--- src/hdl/sbr_pkg.sv ---
// package for the serial baud rate generator: register map, fields, resets and carriers
package sbr_pkg;

  // ----------------------------------------------------------------
  // bus geometry
  // ----------------------------------------------------------------
  localparam int unsigned SBR_ADDR_W = 12;
  localparam int unsigned SBR_DATA_W = 32;

  // ----------------------------------------------------------------
  // register indices; the byte address is four times the index
  // ----------------------------------------------------------------
  localparam logic [7:0] SBR_IDX_RX_CTRL = 8'h18;
  localparam logic [7:0] SBR_IDX_TX_CTRL = 8'h98;
  localparam logic [7:0] SBR_IDX_DIVISOR = 8'h99;
  localparam logic [7:0] SBR_IDX_STATUS  = 8'h9A;

  // ----------------------------------------------------------------
  // reset values and write masks
  // ----------------------------------------------------------------
  localparam logic [7:0] SBR_RX_CTRL_RST = 8'h00;
  localparam logic [7:0] SBR_TX_CTRL_RST = 8'h02;
  localparam logic [7:0] SBR_DIVISOR_RST = 8'h00;
  localparam logic [7:0] SBR_RX_WR_MASK  = 8'hF8;
  localparam logic [7:0] SBR_TX_WR_MASK  = 8'hF5;

  // ----------------------------------------------------------------
  // field positions in the transmit and receive control registers
  // ----------------------------------------------------------------
  localparam int unsigned SBR_TX_MASTER_BIT = 7;
  localparam int unsigned SBR_TX_SYNC_BIT   = 4;
  localparam int unsigned SBR_TX_HS_BIT     = 2;
  localparam int unsigned SBR_TX_EMPTY_BIT  = 1;
  localparam int unsigned SBR_RX_ENABLE_BIT = 7;

  // ----------------------------------------------------------------
  // fixed prescale ratios behind the 8-bit timer
  // ----------------------------------------------------------------
  localparam int unsigned SBR_PRE_W          = 6;
  localparam int unsigned SBR_PRE_ASYNC_LOW  = 64;
  localparam int unsigned SBR_PRE_ASYNC_HIGH = 16;
  localparam int unsigned SBR_PRE_SYNC       = 4;

  // ----------------------------------------------------------------
  // bus responses
  // ----------------------------------------------------------------
  localparam logic [1:0] SBR_RESP_OKAY   = 2'h0;
  localparam logic [1:0] SBR_RESP_SLVERR = 2'h2;

  // ----------------------------------------------------------------
  // mode selects handed to the shift logic
  // ----------------------------------------------------------------
  typedef struct packed {
    logic sync_mode;
    logic clock_source_master;
    logic high_speed_select;
    logic serial_enable;
  } sbr_mode_type;

endpackage

--- src/hdl/sbr_rate_generator.sv ---
// serial baud rate generator: 8-bit timer, fixed prescaler and AXI4-Lite register slave
//
// Operation
// [RULE1] one generator serves async and sync modes
// [RULE2] free-running 8-bit timer, period from divisor
// [RULE3] async: high-speed bit selects divide ratio
// [RULE4] sync: high-speed bit ignored
// [RULE5] rate applies only when clock internal
// [RULE6] async rate fosc/64(n+1) or fosc/16(n+1)
// [RULE7] sync master rate fosc/4(n+1)
// [RULE8] divisor write clears timer at once
// [RULE9] every divisor 0 to 255 accepted
// [RULE10] software may prefer high speed for accuracy
// [RULE11] divisor resets to zero
// [RULE12] mode bit 4 high selects synchronous
// [RULE13] clock-source bit 7 selects master or slave
// [RULE14] timer reloads on expiry, tick feeds prescaler
`timescale 1ns/100ps

module sbr_rate_generator
  import sbr_pkg::*;
(
  input  wire logic                    aclk,
  input  wire logic                    aresetn,
  input  wire logic [SBR_ADDR_W-1:0]   awaddr,
  input  wire logic [2:0]              awprot,
  input  wire logic                    awvalid,
  output logic                         awready,
  input  wire logic [SBR_DATA_W-1:0]   wdata,
  input  wire logic [SBR_DATA_W/8-1:0] wstrb,
  input  wire logic                    wvalid,
  output logic                         wready,
  output logic [1:0]                   bresp,
  output logic                         bvalid,
  input  wire logic                    bready,
  input  wire logic [SBR_ADDR_W-1:0]   araddr,
  input  wire logic [2:0]              arprot,
  input  wire logic                    arvalid,
  output logic                         arready,
  output logic [SBR_DATA_W-1:0]        rdata,
  output logic [1:0]                   rresp,
  output logic                         rvalid,
  input  wire logic                    rready,
  input  wire logic                    shift_empty,
  output sbr_mode_type                 mode,
  output logic                         rate_tick,
  output logic                         bit_tick
);

  // ----------------------------------------------------------------
  // constants and state
  // ----------------------------------------------------------------
  localparam logic [SBR_PRE_W-1:0] PRE_LIM_LOW  = SBR_PRE_W'(SBR_PRE_ASYNC_LOW - 1);
  localparam logic [SBR_PRE_W-1:0] PRE_LIM_HIGH = SBR_PRE_W'(SBR_PRE_ASYNC_HIGH - 1);
  localparam logic [SBR_PRE_W-1:0] PRE_LIM_SYNC = SBR_PRE_W'(SBR_PRE_SYNC - 1);
  logic                  aw_held;
  logic                  w_held;
  logic [7:0]            aw_index;
  logic                  aw_mapped;
  logic [7:0]            w_byte;
  logic                  w_lane0;
  logic [7:0]            rx_ctrl;
  logic [7:0]            tx_ctrl;
  logic [7:0]            baud_divisor;
  logic [7:0]            timer;
  logic [SBR_PRE_W-1:0]  prescale;
  logic                  next_aw_held;
  logic                  next_w_held;
  logic [7:0]            next_aw_index;
  logic                  next_aw_mapped;
  logic [7:0]            next_w_byte;
  logic                  next_w_lane0;
  logic [7:0]            next_rx_ctrl;
  logic [7:0]            next_tx_ctrl;
  logic [7:0]            next_baud_divisor;
  logic [7:0]            next_timer;
  logic [SBR_PRE_W-1:0]  next_prescale;
  logic                  next_awready;
  logic                  next_wready;
  logic [1:0]            next_bresp;
  logic                  next_bvalid;
  logic                  next_arready;
  logic [SBR_DATA_W-1:0] next_rdata;
  logic [1:0]            next_rresp;
  logic                  next_rvalid;
  sbr_mode_type          next_mode;
  logic                  next_rate_tick;
  logic                  next_bit_tick;

  // helpers shared by the next-state logic and the checks
  logic                  wr_fire;
  logic                  div_write;
  logic                  expire;
  logic                  gen_enable;
  logic [SBR_PRE_W-1:0]  pre_limit;

  // ----------------------------------------------------------------
  // address decode and rate selection
  // ----------------------------------------------------------------
  // upper address bits above the index field must be zero to hit a register
  function automatic logic addr_mapped(input logic [SBR_ADDR_W-1:0] addr);
    logic [7:0] idx;
    idx = addr[9:2];
    addr_mapped = (addr[SBR_ADDR_W-1:10] == '0) &&
                  (idx == SBR_IDX_RX_CTRL || idx == SBR_IDX_TX_CTRL ||
                   idx == SBR_IDX_DIVISOR || idx == SBR_IDX_STATUS);
  endfunction

  // sync mode ignores the high-speed bit; async picks 64 or 16
  always_comb begin
    if (tx_ctrl[SBR_TX_SYNC_BIT]) begin
      pre_limit = PRE_LIM_SYNC;                          // [RULE4] [RULE7] [RULE12]
    end else if (tx_ctrl[SBR_TX_HS_BIT]) begin
      pre_limit = PRE_LIM_HIGH;                          // [RULE3] [RULE6]
    end else begin
      pre_limit = PRE_LIM_LOW;                           // [RULE6]
    end
  end

  // same timer serves both modes; only a sync slave takes its clock from outside
  assign gen_enable = !tx_ctrl[SBR_TX_SYNC_BIT] ||
                      tx_ctrl[SBR_TX_MASTER_BIT];        // [RULE1] [RULE5] [RULE13]
  assign wr_fire    = aw_held && w_held && !bvalid;
  assign div_write  = wr_fire && aw_mapped && w_lane0 && (aw_index == SBR_IDX_DIVISOR);
  assign expire     = (timer == baud_divisor);           // [RULE2] [RULE9]

  // ----------------------------------------------------------------
  // next-state logic
  // ----------------------------------------------------------------
  // address and data are captured independently, so either may come first
  always_comb begin
    next_aw_held      = aw_held;
    next_w_held       = w_held;
    next_aw_index     = aw_index;
    next_aw_mapped    = aw_mapped;
    next_w_byte       = w_byte;
    next_w_lane0      = w_lane0;
    next_rx_ctrl      = rx_ctrl;
    next_tx_ctrl      = tx_ctrl;
    next_baud_divisor = baud_divisor;
    next_bresp        = bresp;
    next_bvalid       = bvalid;
    next_rdata        = rdata;
    next_rresp        = rresp;
    next_rvalid       = rvalid;
    if (awvalid && awready) begin
      next_aw_held   = 1'b1;
      next_aw_index  = awaddr[9:2];
      next_aw_mapped = addr_mapped(awaddr);
    end
    if (wvalid && wready) begin
      next_w_held  = 1'b1;
      next_w_byte  = wdata[7:0];
      next_w_lane0 = wstrb[0];
    end
    // commit the write once both halves are held; only lane 0 carries data
    if (wr_fire) begin
      next_aw_held = 1'b0;
      next_w_held  = 1'b0;
      next_bvalid  = 1'b1;
      next_bresp   = aw_mapped ? SBR_RESP_OKAY : SBR_RESP_SLVERR;
      if (aw_mapped && w_lane0) begin
        case (aw_index)
          SBR_IDX_RX_CTRL: next_rx_ctrl = w_byte & SBR_RX_WR_MASK;
          SBR_IDX_TX_CTRL: next_tx_ctrl = w_byte & SBR_TX_WR_MASK;
          SBR_IDX_DIVISOR: next_baud_divisor = w_byte;   // [RULE9]
          default:         next_rx_ctrl = rx_ctrl;       // status is read-only
        endcase
      end
    end
    if (bvalid && bready) begin
      next_bvalid = 1'b0;
    end
    // read data is sampled at the address handshake
    if (arvalid && arready) begin
      next_rvalid = 1'b1;
      next_rresp  = addr_mapped(araddr) ? SBR_RESP_OKAY : SBR_RESP_SLVERR;
      next_rdata  = '0;
      if (addr_mapped(araddr)) begin
        case (araddr[9:2])
          SBR_IDX_RX_CTRL: next_rdata = {24'h000000, rx_ctrl};
          SBR_IDX_TX_CTRL: next_rdata = {24'h000000, tx_ctrl[7:2], shift_empty, tx_ctrl[0]};
          SBR_IDX_DIVISOR: next_rdata = {24'h000000, baud_divisor};
          default:         next_rdata = {18'h00000, prescale, timer};
        endcase
      end
    end
    if (rvalid && rready) begin
      next_rvalid = 1'b0;
    end
    // ready drops while a half is held or a response waits
    next_awready = !next_aw_held && !next_bvalid;
    next_wready  = !next_w_held && !next_bvalid;
    next_arready = !next_rvalid;
  end
  // timer counts 0..divisor then reloads; a divisor write restarts it at once
  always_comb begin
    next_timer     = timer + 8'h01;                      // [RULE2]
    next_prescale  = prescale;
    next_rate_tick = 1'b0;
    next_bit_tick  = 1'b0;
    if (div_write) begin
      next_timer    = 8'h00;                             // [RULE8]
      next_prescale = '0;                                // [RULE8]
    end else if (expire) begin
      next_timer     = 8'h00;                            // [RULE14]
      next_rate_tick = 1'b1;                             // [RULE14]
      // >= so that a mode change to a shorter ratio never overruns
      if (prescale >= pre_limit) begin
        next_prescale = '0;
        next_bit_tick = gen_enable;                      // [RULE5] [RULE14]
      end else begin
        next_prescale = prescale + SBR_PRE_W'(1);
      end
    end
  end
  // mode outputs follow the control register without a cycle of lag
  always_comb begin
    next_mode.sync_mode           = next_tx_ctrl[SBR_TX_SYNC_BIT];   // [RULE12]
    next_mode.clock_source_master = next_tx_ctrl[SBR_TX_MASTER_BIT]; // [RULE13]
    next_mode.high_speed_select   = next_tx_ctrl[SBR_TX_HS_BIT];
    next_mode.serial_enable       = next_rx_ctrl[SBR_RX_ENABLE_BIT];
  end
  // ----------------------------------------------------------------
  // registers
  // ----------------------------------------------------------------
  always_ff @(posedge aclk) begin
    if (!aresetn) begin
      aw_held      <= 1'b0;
      w_held       <= 1'b0;
      aw_index     <= 8'h00;
      aw_mapped    <= 1'b0;
      w_byte       <= 8'h00;
      w_lane0      <= 1'b0;
      rx_ctrl      <= SBR_RX_CTRL_RST;
      tx_ctrl      <= SBR_TX_CTRL_RST & SBR_TX_WR_MASK;
      baud_divisor <= SBR_DIVISOR_RST;                   // [RULE11]
      timer        <= 8'h00;
      prescale     <= '0;
      awready      <= 1'b0;
      wready       <= 1'b0;
      bresp        <= SBR_RESP_OKAY;
      bvalid       <= 1'b0;
      arready      <= 1'b0;
      rdata        <= '0;
      rresp        <= SBR_RESP_OKAY;
      rvalid       <= 1'b0;
      mode         <= '0;
      rate_tick    <= 1'b0;
      bit_tick     <= 1'b0;
    end else begin
      aw_held      <= next_aw_held;
      w_held       <= next_w_held;
      aw_index     <= next_aw_index;
      aw_mapped    <= next_aw_mapped;
      w_byte       <= next_w_byte;
      w_lane0      <= next_w_lane0;
      rx_ctrl      <= next_rx_ctrl;
      tx_ctrl      <= next_tx_ctrl;
      baud_divisor <= next_baud_divisor;
      timer        <= next_timer;
      prescale     <= next_prescale;
      awready      <= next_awready;
      wready       <= next_wready;
      bresp        <= next_bresp;
      bvalid       <= next_bvalid;
      arready      <= next_arready;
      rdata        <= next_rdata;
      rresp        <= next_rresp;
      rvalid       <= next_rvalid;
      mode         <= next_mode;
      rate_tick    <= next_rate_tick;
      bit_tick     <= next_bit_tick;
    end
  end

  // ----------------------------------------------------------------
  // checks
  // ----------------------------------------------------------------
  property p_div_clear;
    @(posedge aclk) disable iff (!aresetn)
      div_write |=> (timer == 8'h00) && (prescale == '0) && !rate_tick;
  endproperty
  a_div_clear: assert property (p_div_clear) else $error("timer not restarted"); // [RULE8]
  property p_timer_bound;
    @(posedge aclk) disable iff (!aresetn)
      timer <= baud_divisor;
  endproperty
  a_timer_bound: assert property (p_timer_bound) else $error("timer ran past divisor"); // [RULE2]
  property p_expire_tick;
    @(posedge aclk) disable iff (!aresetn)
      (expire && !div_write) |=> rate_tick && (timer == 8'h00);
  endproperty
  a_expire_tick: assert property (p_expire_tick) else $error("expiry gave no tick"); // [RULE14]
  // the bit tick must follow the 64th expiry in low speed async, no sooner or later
  property p_async_low;
    @(posedge aclk) disable iff (!aresetn)
      (!tx_ctrl[SBR_TX_SYNC_BIT] && !tx_ctrl[SBR_TX_HS_BIT] && expire && !div_write) |=>
        (bit_tick == ($past(prescale) >= 6'h3F));
  endproperty
  a_async_low: assert property (p_async_low) else $error("bit tick not at 64"); // [RULE6]
  property p_async_high;
    @(posedge aclk) disable iff (!aresetn)
      (!tx_ctrl[SBR_TX_SYNC_BIT] && tx_ctrl[SBR_TX_HS_BIT] && expire && !div_write) |=>
        (bit_tick == ($past(prescale) >= 6'h0F));
  endproperty
  a_async_high: assert property (p_async_high) else $error("bit tick not at 16"); // [RULE3]
  // sync master divides by 4 whatever the high-speed bit says
  property p_sync_ratio;
    @(posedge aclk) disable iff (!aresetn)
      (tx_ctrl[SBR_TX_SYNC_BIT] && tx_ctrl[SBR_TX_MASTER_BIT] && expire && !div_write) |=>
        (bit_tick == ($past(prescale) >= 6'h03));
  endproperty
  a_sync_ratio: assert property (p_sync_ratio) else $error("bit tick not at 4"); // [RULE7]
  property p_slave_quiet;
    @(posedge aclk) disable iff (!aresetn)
      $past(tx_ctrl[SBR_TX_SYNC_BIT] && !tx_ctrl[SBR_TX_MASTER_BIT]) |-> !bit_tick;
  endproperty
  a_slave_quiet: assert property (p_slave_quiet) else $error("bit tick in sync slave"); // [RULE5]
  property p_bit_tick_cause;
    @(posedge aclk) disable iff (!aresetn)
      bit_tick |-> rate_tick && $past(prescale >= pre_limit) && (prescale == '0);
  endproperty
  a_bit_tick_cause: assert property (p_bit_tick_cause) else $error("stray bit tick"); // [RULE1]
  property p_div_reset;
    @(posedge aclk) !aresetn |=> (baud_divisor == 8'h00) && (timer == 8'h00);
  endproperty
  a_div_reset: assert property (p_div_reset) else $error("divisor not reset"); // [RULE11]
  property p_mode_follow;
    @(posedge aclk) disable iff (!aresetn)
      (mode.sync_mode == tx_ctrl[SBR_TX_SYNC_BIT]) &&
      (mode.clock_source_master == tx_ctrl[SBR_TX_MASTER_BIT]);
  endproperty
  a_mode_follow: assert property (p_mode_follow) else $error("mode off control"); // [RULE12]

endmodule

--- config.mk ---
export PLATFORM = sky130hd
export DESIGN_NAME = sbr_rate_generator
export DESIGN_NICKNAME = d
export VERILOG_FILES = /design/src/hdl/sbr_pkg.sv /design/src/hdl/sbr_rate_generator.sv
export SDC_FILE = /design/constraint.sdc
export NUM_CORES = 1
export LEC_CHECK = 0
export BUFFER_PORTS_ARGS = -buffer_cell sky130_fd_sc_hd__buf_2
export CAP_MARGIN = 30
export CORE_AREA = 2 2 91 93
export CTS_CLUSTER_DIAMETER = 120
export DETAILED_ROUTE_END_ITERATION = 10
export DIE_AREA = 0 0 93 95
export PLACE_DENSITY_LB_ADDON = 0.12
export SYNTH_ARGS = -nofsm -noshare
export SYNTH_HDL_FRONTEND = slang
export SYNTH_SLANG_ARGS = --single-unit
--- constraint.sdc ---
create_clock -name aclk -period 2.15 [get_ports aclk]
set_input_delay 0.215 -clock aclk [delete_from_list [all_inputs] [get_ports aclk]]
set_output_delay 0.215 -clock aclk [all_outputs]
set_load 0.01 [all_outputs]
==> results of run 1 <==
==> flip-flops by register name (all words and copies together), names as in the netlist <==
register	count
aw_mapped	1
bresp	1
w_byte	8
awready	1
rdata	14
aw_held	1
prescale	6
mode	1
bit_tick	1
w_held	1
baud_divisor	8
w_lane0	1
timer	8
rvalid	1
wready	1
arready	1
rresp	1
aw_index	8
bvalid	1
rx_ctrl	5
rate_tick	1
tx_ctrl	5
==> path summary, 6_finish.rpt <==
path,slack [ns],to,from
worst min register to register,0.45,rdata[5],rdata[5]
worst min-delay path,0.11,w_byte[6],wdata[6]
worst max register to register,0.22,prescale[0],tx_ctrl[2]
worst max-delay path,0.22,prescale[0],tx_ctrl[2]
==> worst register-to-register path, cell delays in order (launching register included) <==
cell	delay, ns
dfxtp_1	0.34
or2_2	0.32
ha_1	0.30
a21o_1	0.19
a211oi_2	0.24
nand3_1	0.21
o31ai_1	0.25
==> through the flow <==
stage	instance area [um2]	worst slack (ns)	total power [mW]	hold WS [ns]	instances
after floorplan	3530	0.156	1.64	0.337	416
after CTS	3990	0.193	2.62	0.0950	572
final	3990	0.220	2.59	0.111	572
after global placement	3810	0.231	1.68	0.436	555
after detailed placement	3820	0.207	1.69	0.437	556
after global routing	3990	0.0657	2.71	0.113	572
==> area by class of cell <==
cell class,count,area (um2),share of cell area
Sequential cell,76,1520,0.381
Clock buffer,10,128,0.0320
Clock inverter,6,41.3,0.0103
Inverter,10,37.5,0.00941
Multi-Input combinational cell,291,1730,0.434
Timing Repair Buffer,74,398,0.0997
Tap cell,105,131,0.0329
==> Yosys cell counts (all sizes together) (2+ instances only) <==
cell type  instances
and2               6
ha                 6
a21oi             29
or4                2
o2bb2ai            3
a22o              10
inv                9
a31oi              5
o31ai              5
nand4              2
nor3               3
dfxtp             76
and3               4
o21ai              7
xor2              13
or2                3
buf               27
and4bb             2
nor2              47
o22ai              4
clkbuf            12
nor4               5
or3                4
mux2i             28
nand3             15
nand2             56
==> cells by family (layout without fill, tap and decap cells) <==
family	count (synthesis)	count (layout)
adder cells (fa/ha/maj)	6	6
flip-flops	76	76
AND/OR/NAND/NOR	156	156
AO/OA/AOI/OAI	67	67
buffers and inverters	49	100
other	1	20
multiplexers	28	28
XOR/XNOR	14	14
==> metal layers <==
metal,vias up,track usage
li1,1459,-
met1,1260,0.218
met2,85,0.280
met3,9,0.0327
met4,0,0.0600
met5,-,0
==> power by group <==
group,internal (mW),switching [mW],total [mW]
combinational,0.0722,0.118,0.190
sequential,1.44,0.0254,1.46
clock,0.417,0.517,0.934
total,1.93,0.661,2.59
==> impl_metrics.toml, run 1 <==
[placed_design]
place_hpwl_um = 5570
place.port_buffers = 63
gp_congestion = 0.853

[synth]
post_synth_main_area_contributors = "dfxtp_1 (44%), mux2i_1 (8.1%), nand2_1 (6.1%)"
synthAdderAreaFrac = 0.0217
syn-instance-count = 397
synth_top_family_by_area = "simple AND/OR/NAND/NOR gates"
synth_top_area_cell = "dfxtp_1"
postSynth.topFlopCell = "dfxtp_1"
synthMuxAreaShare = 0.0809
synthSimpleGateAreaFrac = 0.216
ys_seq_area_frac = 0.439
ys_ff_latch = 76
yosys.area.top_type_share = 0.439
compound_cell_area_share_of_the_yosys_netlist = 0.125
syn_area_per_cell_um2 = 8.72
synth_xor_area_frac = 0.0354
number_of_flops_mapped_to_enable_cells_by_yosys = 0
synth_async_sr_flop_share = 0
yosysWarningCount = 0
syn_area_um2 = 3460
yosysUniqueCellTypes = 46

[global_routing]
maximum_number_of_pins_on_one_net_before_global_route_repair = 40
grt_pass1_wl_um = 11800
grt_use_total = 0.168
vias_in_the_first_global_route = 2554
gr-total-overflow = 0
antenna_violations_before_repair = 0

[floorplan]
die_height_um = 95
core.rowCount = 33
fp.dieW_um = 93
design.portCount = 121
design.die.area_um2 = 8840
fp.coreArea_um2 = 7930
initial_core_util = 0.437

[finish]
diodes = 0
fin_util = 0.503
most_frequent_cells_in_the_layout = "dfxtp_1 (76), buf_2 (63), nand2_1 (56), nor2_1 (47), a21oi_1 (29)"
share_of_cells_above_drive_strength_1 = 0.214
nNetsFinal = 542
final_common_cell = "dfxtp_1"
flow.area_growth_from_synthesis_pct = 15.2
n_fill_cell = 779

[timing]
max_slew_margin = 0.640
fin_worst_skew_ns = 0.00912
hold_violations = 0
tightest_slew_ns = 0.534
grt_setup_unrepaired = "no"
setup-tns-final_ns = 0
fmax_mhz = 518
layout_min_cycle_time_ns = 1.93
finalSetupViolations = 0
ratio_of_final_minimum_period_to_clock_period = 0.898
timing_max_transition_violations_final = 0

[drt]
detailedRoute.firstIterationViolations = 96
highest_metal_layer_with_signal_wires = "met4"
remaining_drc_errors = 0
wl_per_cell_um = 12.7
wl_met3_um = 423
vias = 2813
routed_via_density = 4.92
routed-wl-met2_um = 3190
ant_nets = 0
totalWireLength_um = 7290
drt_first_pass_iters = 4
drt-met1-wl_um = 3580

[cts]
postCtsResizedCells = 0
htree_num_levels = 3
cts.path.max_buffers = 2
post_cts_hold_buffer_count = 0
cts_inserted_buffers = 9
worstSkewPairLatency_ns = 0.33
post_cts.repair.setup_buffers = 0
tritoncts = "done"
clk_transition_reported_paths_ns = 0.08
clock_sink_count = 76
cts_root_buffer = "clkbuf_8"

[pwr]
powerDensity_nw_per_um2 = 649
vdd.ir_drop.worst_uv = 250
leakagePower_nw = 1.81

[run_status]
run_status = "finished clean"

[setup_path]
timing.critical_path.depth = 6
crit_path_top_delay_cell = "dfxtp_1"
critical_path.top_delay_family = "compound AO/OA/AOI/OAI gates"
critical_path.cell_chain = "or2_2, ha_1, a21o_1, a211oi_2, nand3_1, o31ai_1"
crit_path_start_kind = "register"
cp.buffers_inverters = 0
crit_required_ns = 2.41
critical_path.endpoint_type = "register"
timing.critical_path.slowest_cell_delay_ns = 0.34
cp_max_fo = 5
crit_arrival_ns = 2.19
reg2regPathDepth = 6
criticalPathCategory = "reg -> reg"

[job]
cap_viol_max_count = 0

[hold_path]
whs_path_depth = 3
hp-class = "in -> reg"
(Power assumes the default switching activity.)
==> run 2: changes to the inputs <==
RECOVER_POWER = 100   (was not set)
==> run 2 against run 1 <==
Setup slack lost 0.026 ns. Clock skew is essentially flat. Total power shrank 0.19%. Global-route usage is the same. Final cell count is the same. Critical path type unchanged.
==> impl_metrics.toml, run 2 (synthesis results as in run 1) <==
[run_status]
run_status = "finished clean"

[global_routing]
gr-total-overflow = 0
grt_use_total = 0.168
vias_in_the_first_global_route = 2554
maximum_number_of_pins_on_one_net_before_global_route_repair = 40
antenna_violations_before_repair = 0
grt_pass1_wl_um = 11800

[cts]
worstSkewPairLatency_ns = 0.33
clk_transition_reported_paths_ns = 0.08
cts.path.max_buffers = 2
post_cts_hold_buffer_count = 0
tritoncts = "done"
htree_num_levels = 3
cts_inserted_buffers = 9
postCtsResizedCells = 0
cts_root_buffer = "clkbuf_8"
clock_sink_count = 76
post_cts.repair.setup_buffers = 0

[pwr]
vdd.ir_drop.worst_uv = 249
internal_power_mw = 1.93
power_switching_mw = 0.659
switching_share = 0.255
power.share.combinational = 0.072
leakagePower_nw = 1.67
powerDensity_nw_per_um2 = 661
p_seq_frac = 0.567
clock_power_share = 0.361

[placed_design]
placedInstanceArea_um2 = 3820
place_hpwl_um = 5570
gp_congestion = 0.853
count_of_placed_standard_cells_including_taps = 556
place.port_buffers = 63
pre_cts_ws_ns = 0.207

[setup_path]
criticalPathCategory = "reg -> reg"
crit_required_ns = 2.41
crit_arrival_ns = 2.22
crit_path_start_kind = "register"
crit_path_top_delay_cell = "dfxtp_1"
critical_path.endpoint_type = "register"
timing.critical_path.slowest_cell_delay_ns = 0.34
cp_max_fo = 6
critical_path.cell_chain = "or2_2, ha_1, a21o_1, a211oi_2, clkbuf_2, nand4_1, a21oi_1"

[timing]
finalSetupViolations = 0
fmax_mhz = 511
ratio_of_final_minimum_period_to_clock_period = 0.910
max_slew_margin = 0.593
layout_min_cycle_time_ns = 1.96
grt_setup_unrepaired = "no"
setup_ws_ns = 0.194
timing_max_transition_violations_final = 0
tightest_slew_ns = 0.606
hold_violations = 0
fin_worst_skew_ns = 0.00886
setup-tns-final_ns = 0

[finish]
diodes = 0
fin_util = 0.493
n_fill_cell = 793
nNetsFinal = 542
final_cell_area_um2 = 3910
most_frequent_cells_in_the_layout = "dfxtp_1 (76), nand2_1 (56), nor2_1 (47), buf_2 (37), clkbuf_1 (32)"
flow.area_growth_from_synthesis_pct = 12.9
largest_reg_flops = 14
final_common_cell = "dfxtp_1"
max_flop_register = "rdata"
layoutNonFillerInstCount = 572
share_of_cells_above_drive_strength_1 = 0.141

[hold_path]
hp-class = "in -> reg"

[drt]
ant_nets = 0
routed_via_density = 4.93
vias = 2819
totalWireLength_um = 7360
remaining_drc_errors = 0
drt_first_pass_iters = 4
wl_per_cell_um = 12.9
detailedRoute.firstIterationViolations = 94

[floorplan]
fp.dieW_um = 93
design.portCount = 121
design.die.area_um2 = 8840
fp.coreArea_um2 = 7930
initial_core_util = 0.437
core.rowCount = 33
die_height_um = 95

[job]
cap_viol_max_count = 0
run 2: area by class of cell:
| type | instances | area (um2) | share of cell area |
|---|---|---|---|
| Multi-Input combinational cell | 291 | 1710 | 0.437 |
| Tap cell | 105 | 131 | 0.0336 |
| Inverter | 10 | 37.5 | 0.00960 |
| Clock inverter | 6 | 41.3 | 0.0106 |
| Timing Repair Buffer | 74 | 344 | 0.0880 |
| Sequential cell | 76 | 1520 | 0.389 |
| Clock buffer | 10 | 128 | 0.0326 |
run 2: critical path: cells and delay by family, from the launching register on:
kind                       cells  cell delay (ns)
buffers and inverters          1             0.22
adders and majority gates      1             0.30
and+or+nand+nor                2             0.43
DFF                            1             0.34
AOI/OAI and AO/OA              3             0.60
run 2: final timing paths:
path	cells past startpoint	startpoint	slack, ns	end
worst max-delay path	7	tx_ctrl[2]	0.19	prescale[1]
worst min register to register	2	aw_index[6]	0.45	aw_index[6]
worst max register to register	7	tx_ctrl[2]	0.19	prescale[1]
worst min-delay path	3	wdata[6]	0.11	w_byte[6]
run 2: per-stage QoR:
step / total power, mW / hold slack, ns
after floorplan: 1.64 / 0.337
after global placement: 1.68 / 0.436
after detailed placement: 1.69 / 0.437
after CTS: 2.62 / 0.0950
after global routing: 2.70 / 0.113
final: 2.58 / 0.111
run 2: power by group through the flow:
stage                     Clock, mW  Combinational (mW)  Sequential, mW
after global routing           1.02               0.211            1.47
after global placement            0               0.188            1.50
after detailed placement          0               0.191            1.50
final                         0.934               0.185            1.47
after CTS                     0.963               0.192            1.47
after floorplan                   0               0.143            1.50
run 2: per-layer routing:
metal  wire length (um)  global-route usage  up-vias
met1               3610               0.218     1269
met5                  0                   0        -
li1                   -                   -     1457
met3                429              0.0327        9
met2               3230               0.280       84
met4                 94              0.0600        0
==> run 3: changes to the inputs <==
ABC_AREA = 1   (was not set)
CORE_AREA = 2 2 93 95   (was 2 2 91 93)
DIE_AREA = 0 0 95 97   (was 0 0 93 95)
SKIP_LAST_GASP = 1   (was not set)
==> run 3 against run 2 <==
Routed wire length up 6.0%. Critical endpoint is now rdata[4]. Highest routed layer unchanged. Critical path depth grew 3. Sequential power about the same. Count of clock-buffer cells in the layout unchanged. Setup slack improved by 0.11 ns. Combinational power increased by 13%.
==> impl_metrics.toml, run 3 <==
[timing]
hold_violations = 0
setup_ws_ns = 0.299
finalSetupViolations = 0
layout_min_cycle_time_ns = 1.85
tightest_slew_ns = 0.840
ratio_of_final_minimum_period_to_clock_period = 0.861
max_slew_margin = 0.439
finalHoldWorstSlack_ns = 0.116
fmax_mhz = 540
grt_setup_unrepaired = "no"
fin_worst_skew_ns = 0.0102
setup-tns-final_ns = 0
timing_max_transition_violations_final = 0

[cts]
cts.path.max_buffers = 2
tritoncts = "done"
clk_transition_reported_paths_ns = 0.08
htree_num_levels = 3
cts_root_buffer = "clkbuf_8"
cts_inserted_buffers = 9
post_cts.repair.setup_buffers = 0
post_cts_hold_buffer_count = 0
clock_sink_count = 76
worstSkewPairLatency_ns = 0.35
postCtsResizedCells = 0

[placed_design]
placedInstanceArea_um2 = 3970
pre_cts_ws_ns = 0.355
place_hpwl_um = 5870
gp_congestion = 0.825
place.port_buffers = 63
count_of_placed_standard_cells_including_taps = 657

[synth]
yosysUniqueCellTypes = 31
number_of_flops_mapped_to_enable_cells_by_yosys = 0
yosys.area.top_type_share = 0.416
synth_top_cells_by_count = "nand2_1 (91), dfxtp_1 (76), inv_1 (62), nor2_1 (58), a21oi_1 (44)"
synth_top_area_cell = "dfxtp_1"
post_synth_main_area_contributors = "dfxtp_1 (42%), nand2_1 (9.3%), inv_1 (6.4%)"
ys_ff_latch = 76
syn_area_um2 = 3660
yosys.cell_count.top_type = "nand2_1"
ys_seq_area_frac = 0.416
syn_area_per_cell_um2 = 7.29
synth_async_sr_flop_share = 0
postSynth.topFlopCell = "dfxtp_1"
syn-instance-count = 502
yosysWarningCount = 0

[global_routing]
gr-total-overflow = 0
grt_use_total = 0.180
maximum_number_of_pins_on_one_net_before_global_route_repair = 25
antenna_violations_before_repair = 0
grt_pass1_wl_um = 13400
vias_in_the_first_global_route = 2972

[floorplan]
initial_core_util = 0.450
design.die.area_um2 = 9220
design.portCount = 121
core.rowCount = 33
fp.coreArea_um2 = 8130
fp.dieW_um = 95
die_height_um = 97

[finish]
share_of_cells_above_drive_strength_1 = 0.134
final_common_cell = "nand2_1"
flow.area_growth_from_synthesis_pct = 11.7
nNetsFinal = 643
diodes = 0
max_flop_register = "rdata"
final_cell_area_um2 = 4090
layoutNonFillerInstCount = 673
largest_reg_flops = 14
most_frequent_cells_in_the_layout = "nand2_1 (93), dfxtp_1 (76), inv_1 (62), nor2_1 (59), a21oi_1 (50)"
n_fill_cell = 849
fin_util = 0.503

[drt]
routed_via_density = 4.70
remaining_drc_errors = 0
totalWireLength_um = 7790
vias = 3165
detailedRoute.firstIterationViolations = 113
wl_per_cell_um = 11.6
drt_first_pass_iters = 4
ant_nets = 0

[pwr]
powerDensity_nw_per_um2 = 682
design_power_total_mw = 2.79
vdd.ir_drop.worst_uv = 278
leakagePower_nw = 1.74

[setup_path]
crit_required_ns = 2.42
cp.buffers_inverters = 2
criticalPathCategory = "in -> reg"
crit_path_start_kind = "input port"
path_common_cell = "nand2_1"
crit_path_top_delay_cell = "nor2_2"
cp_max_fo = 15
critical_path.endpoint_type = "register"
critical_path.cell_chain = "buf_2, inv_1, nand2_1, nor2_4, nand2_1, nand3_4, nor2_1, nor2_2, nand2_1, a21oi_1"
timing.critical_path.slowest_cell_delay_ns = 0.56
critical_path.top_delay_family = "simple AND/OR/NAND/NOR gates"
crit_arrival_ns = 2.12

[hold_path]
hp-class = "in -> reg"

[job]
cap_viol_max_count = 0

[run_status]
run_status = "finished clean"
==> run 3: report_power, final <==
group	switching, mW	internal [mW]
Combinational	0.138	0.0715
Sequential	0.0287	1.45
Clock	0.535	0.565
==> run 3: final cells by class <==
| cell class | instances | area, um2 | share of cell area |
|---|---|---|---|
| timing repair buffer | 67 | 305 | 0.0747 |
| clock inverter | 6 | 63.8 | 0.0156 |
| tap | 105 | 131 | 0.0321 |
| inverter | 64 | 240 | 0.0588 |
| sequential | 76 | 1520 | 0.372 |
| clock buffer | 10 | 138 | 0.0337 |
| multi-input combinational | 345 | 1690 | 0.413 |
==> run 3: worst paths after layout <==
check | startpoint | to | slack [ns] | cells after the start
hold / removal | wstrb[0] | w_lane0 | 0.12 | 3
hold reg to reg | w_held | wready | 0.44 | 1
setup reg to reg | w_held | prescale[1] | 0.36 | 11
setup / recovery | araddr[2] | rdata[4] | 0.30 | 10
==> run 3: routing by layer <==
| layer | wire (um) | up-vias | track usage |
|---|---|---|---|
| li1 | - | 1681 | - |
| met1 | 3860 | 1402 | 0.235 |
| met2 | 3530 | 74 | 0.290 |
| met3 | 326 | 8 | 0.0452 |
| met4 | 83 | 0 | 0.0535 |
| met5 | 0 | - | 0 |
==> run 3: worst min-delay path, stage by stage <==
cell	delay, ns
buf_2	0.07
o21ai_0	0.07
nor2_1	0.08
==> run 3: logic make-up (layout without fill, tap and decap cells) <==
| family | Yosys count | count (layout) | share of synthesized area |
|---|---|---|---|
| and+or+nand+nor | 209 | 209 | 0.257 |
| adders and majority gates | 6 | 6 | 0.0205 |
| DFF | 76 | 76 | 0.416 |
| buffers and inverters | 100 | 147 | 0.132 |
| xor gates and xnor gates | 12 | 12 | 0.0287 |
| AOI/OAI and AO/OA | 98 | 98 | 0.145 |
| other | 1 | 20 | 0.00102 |
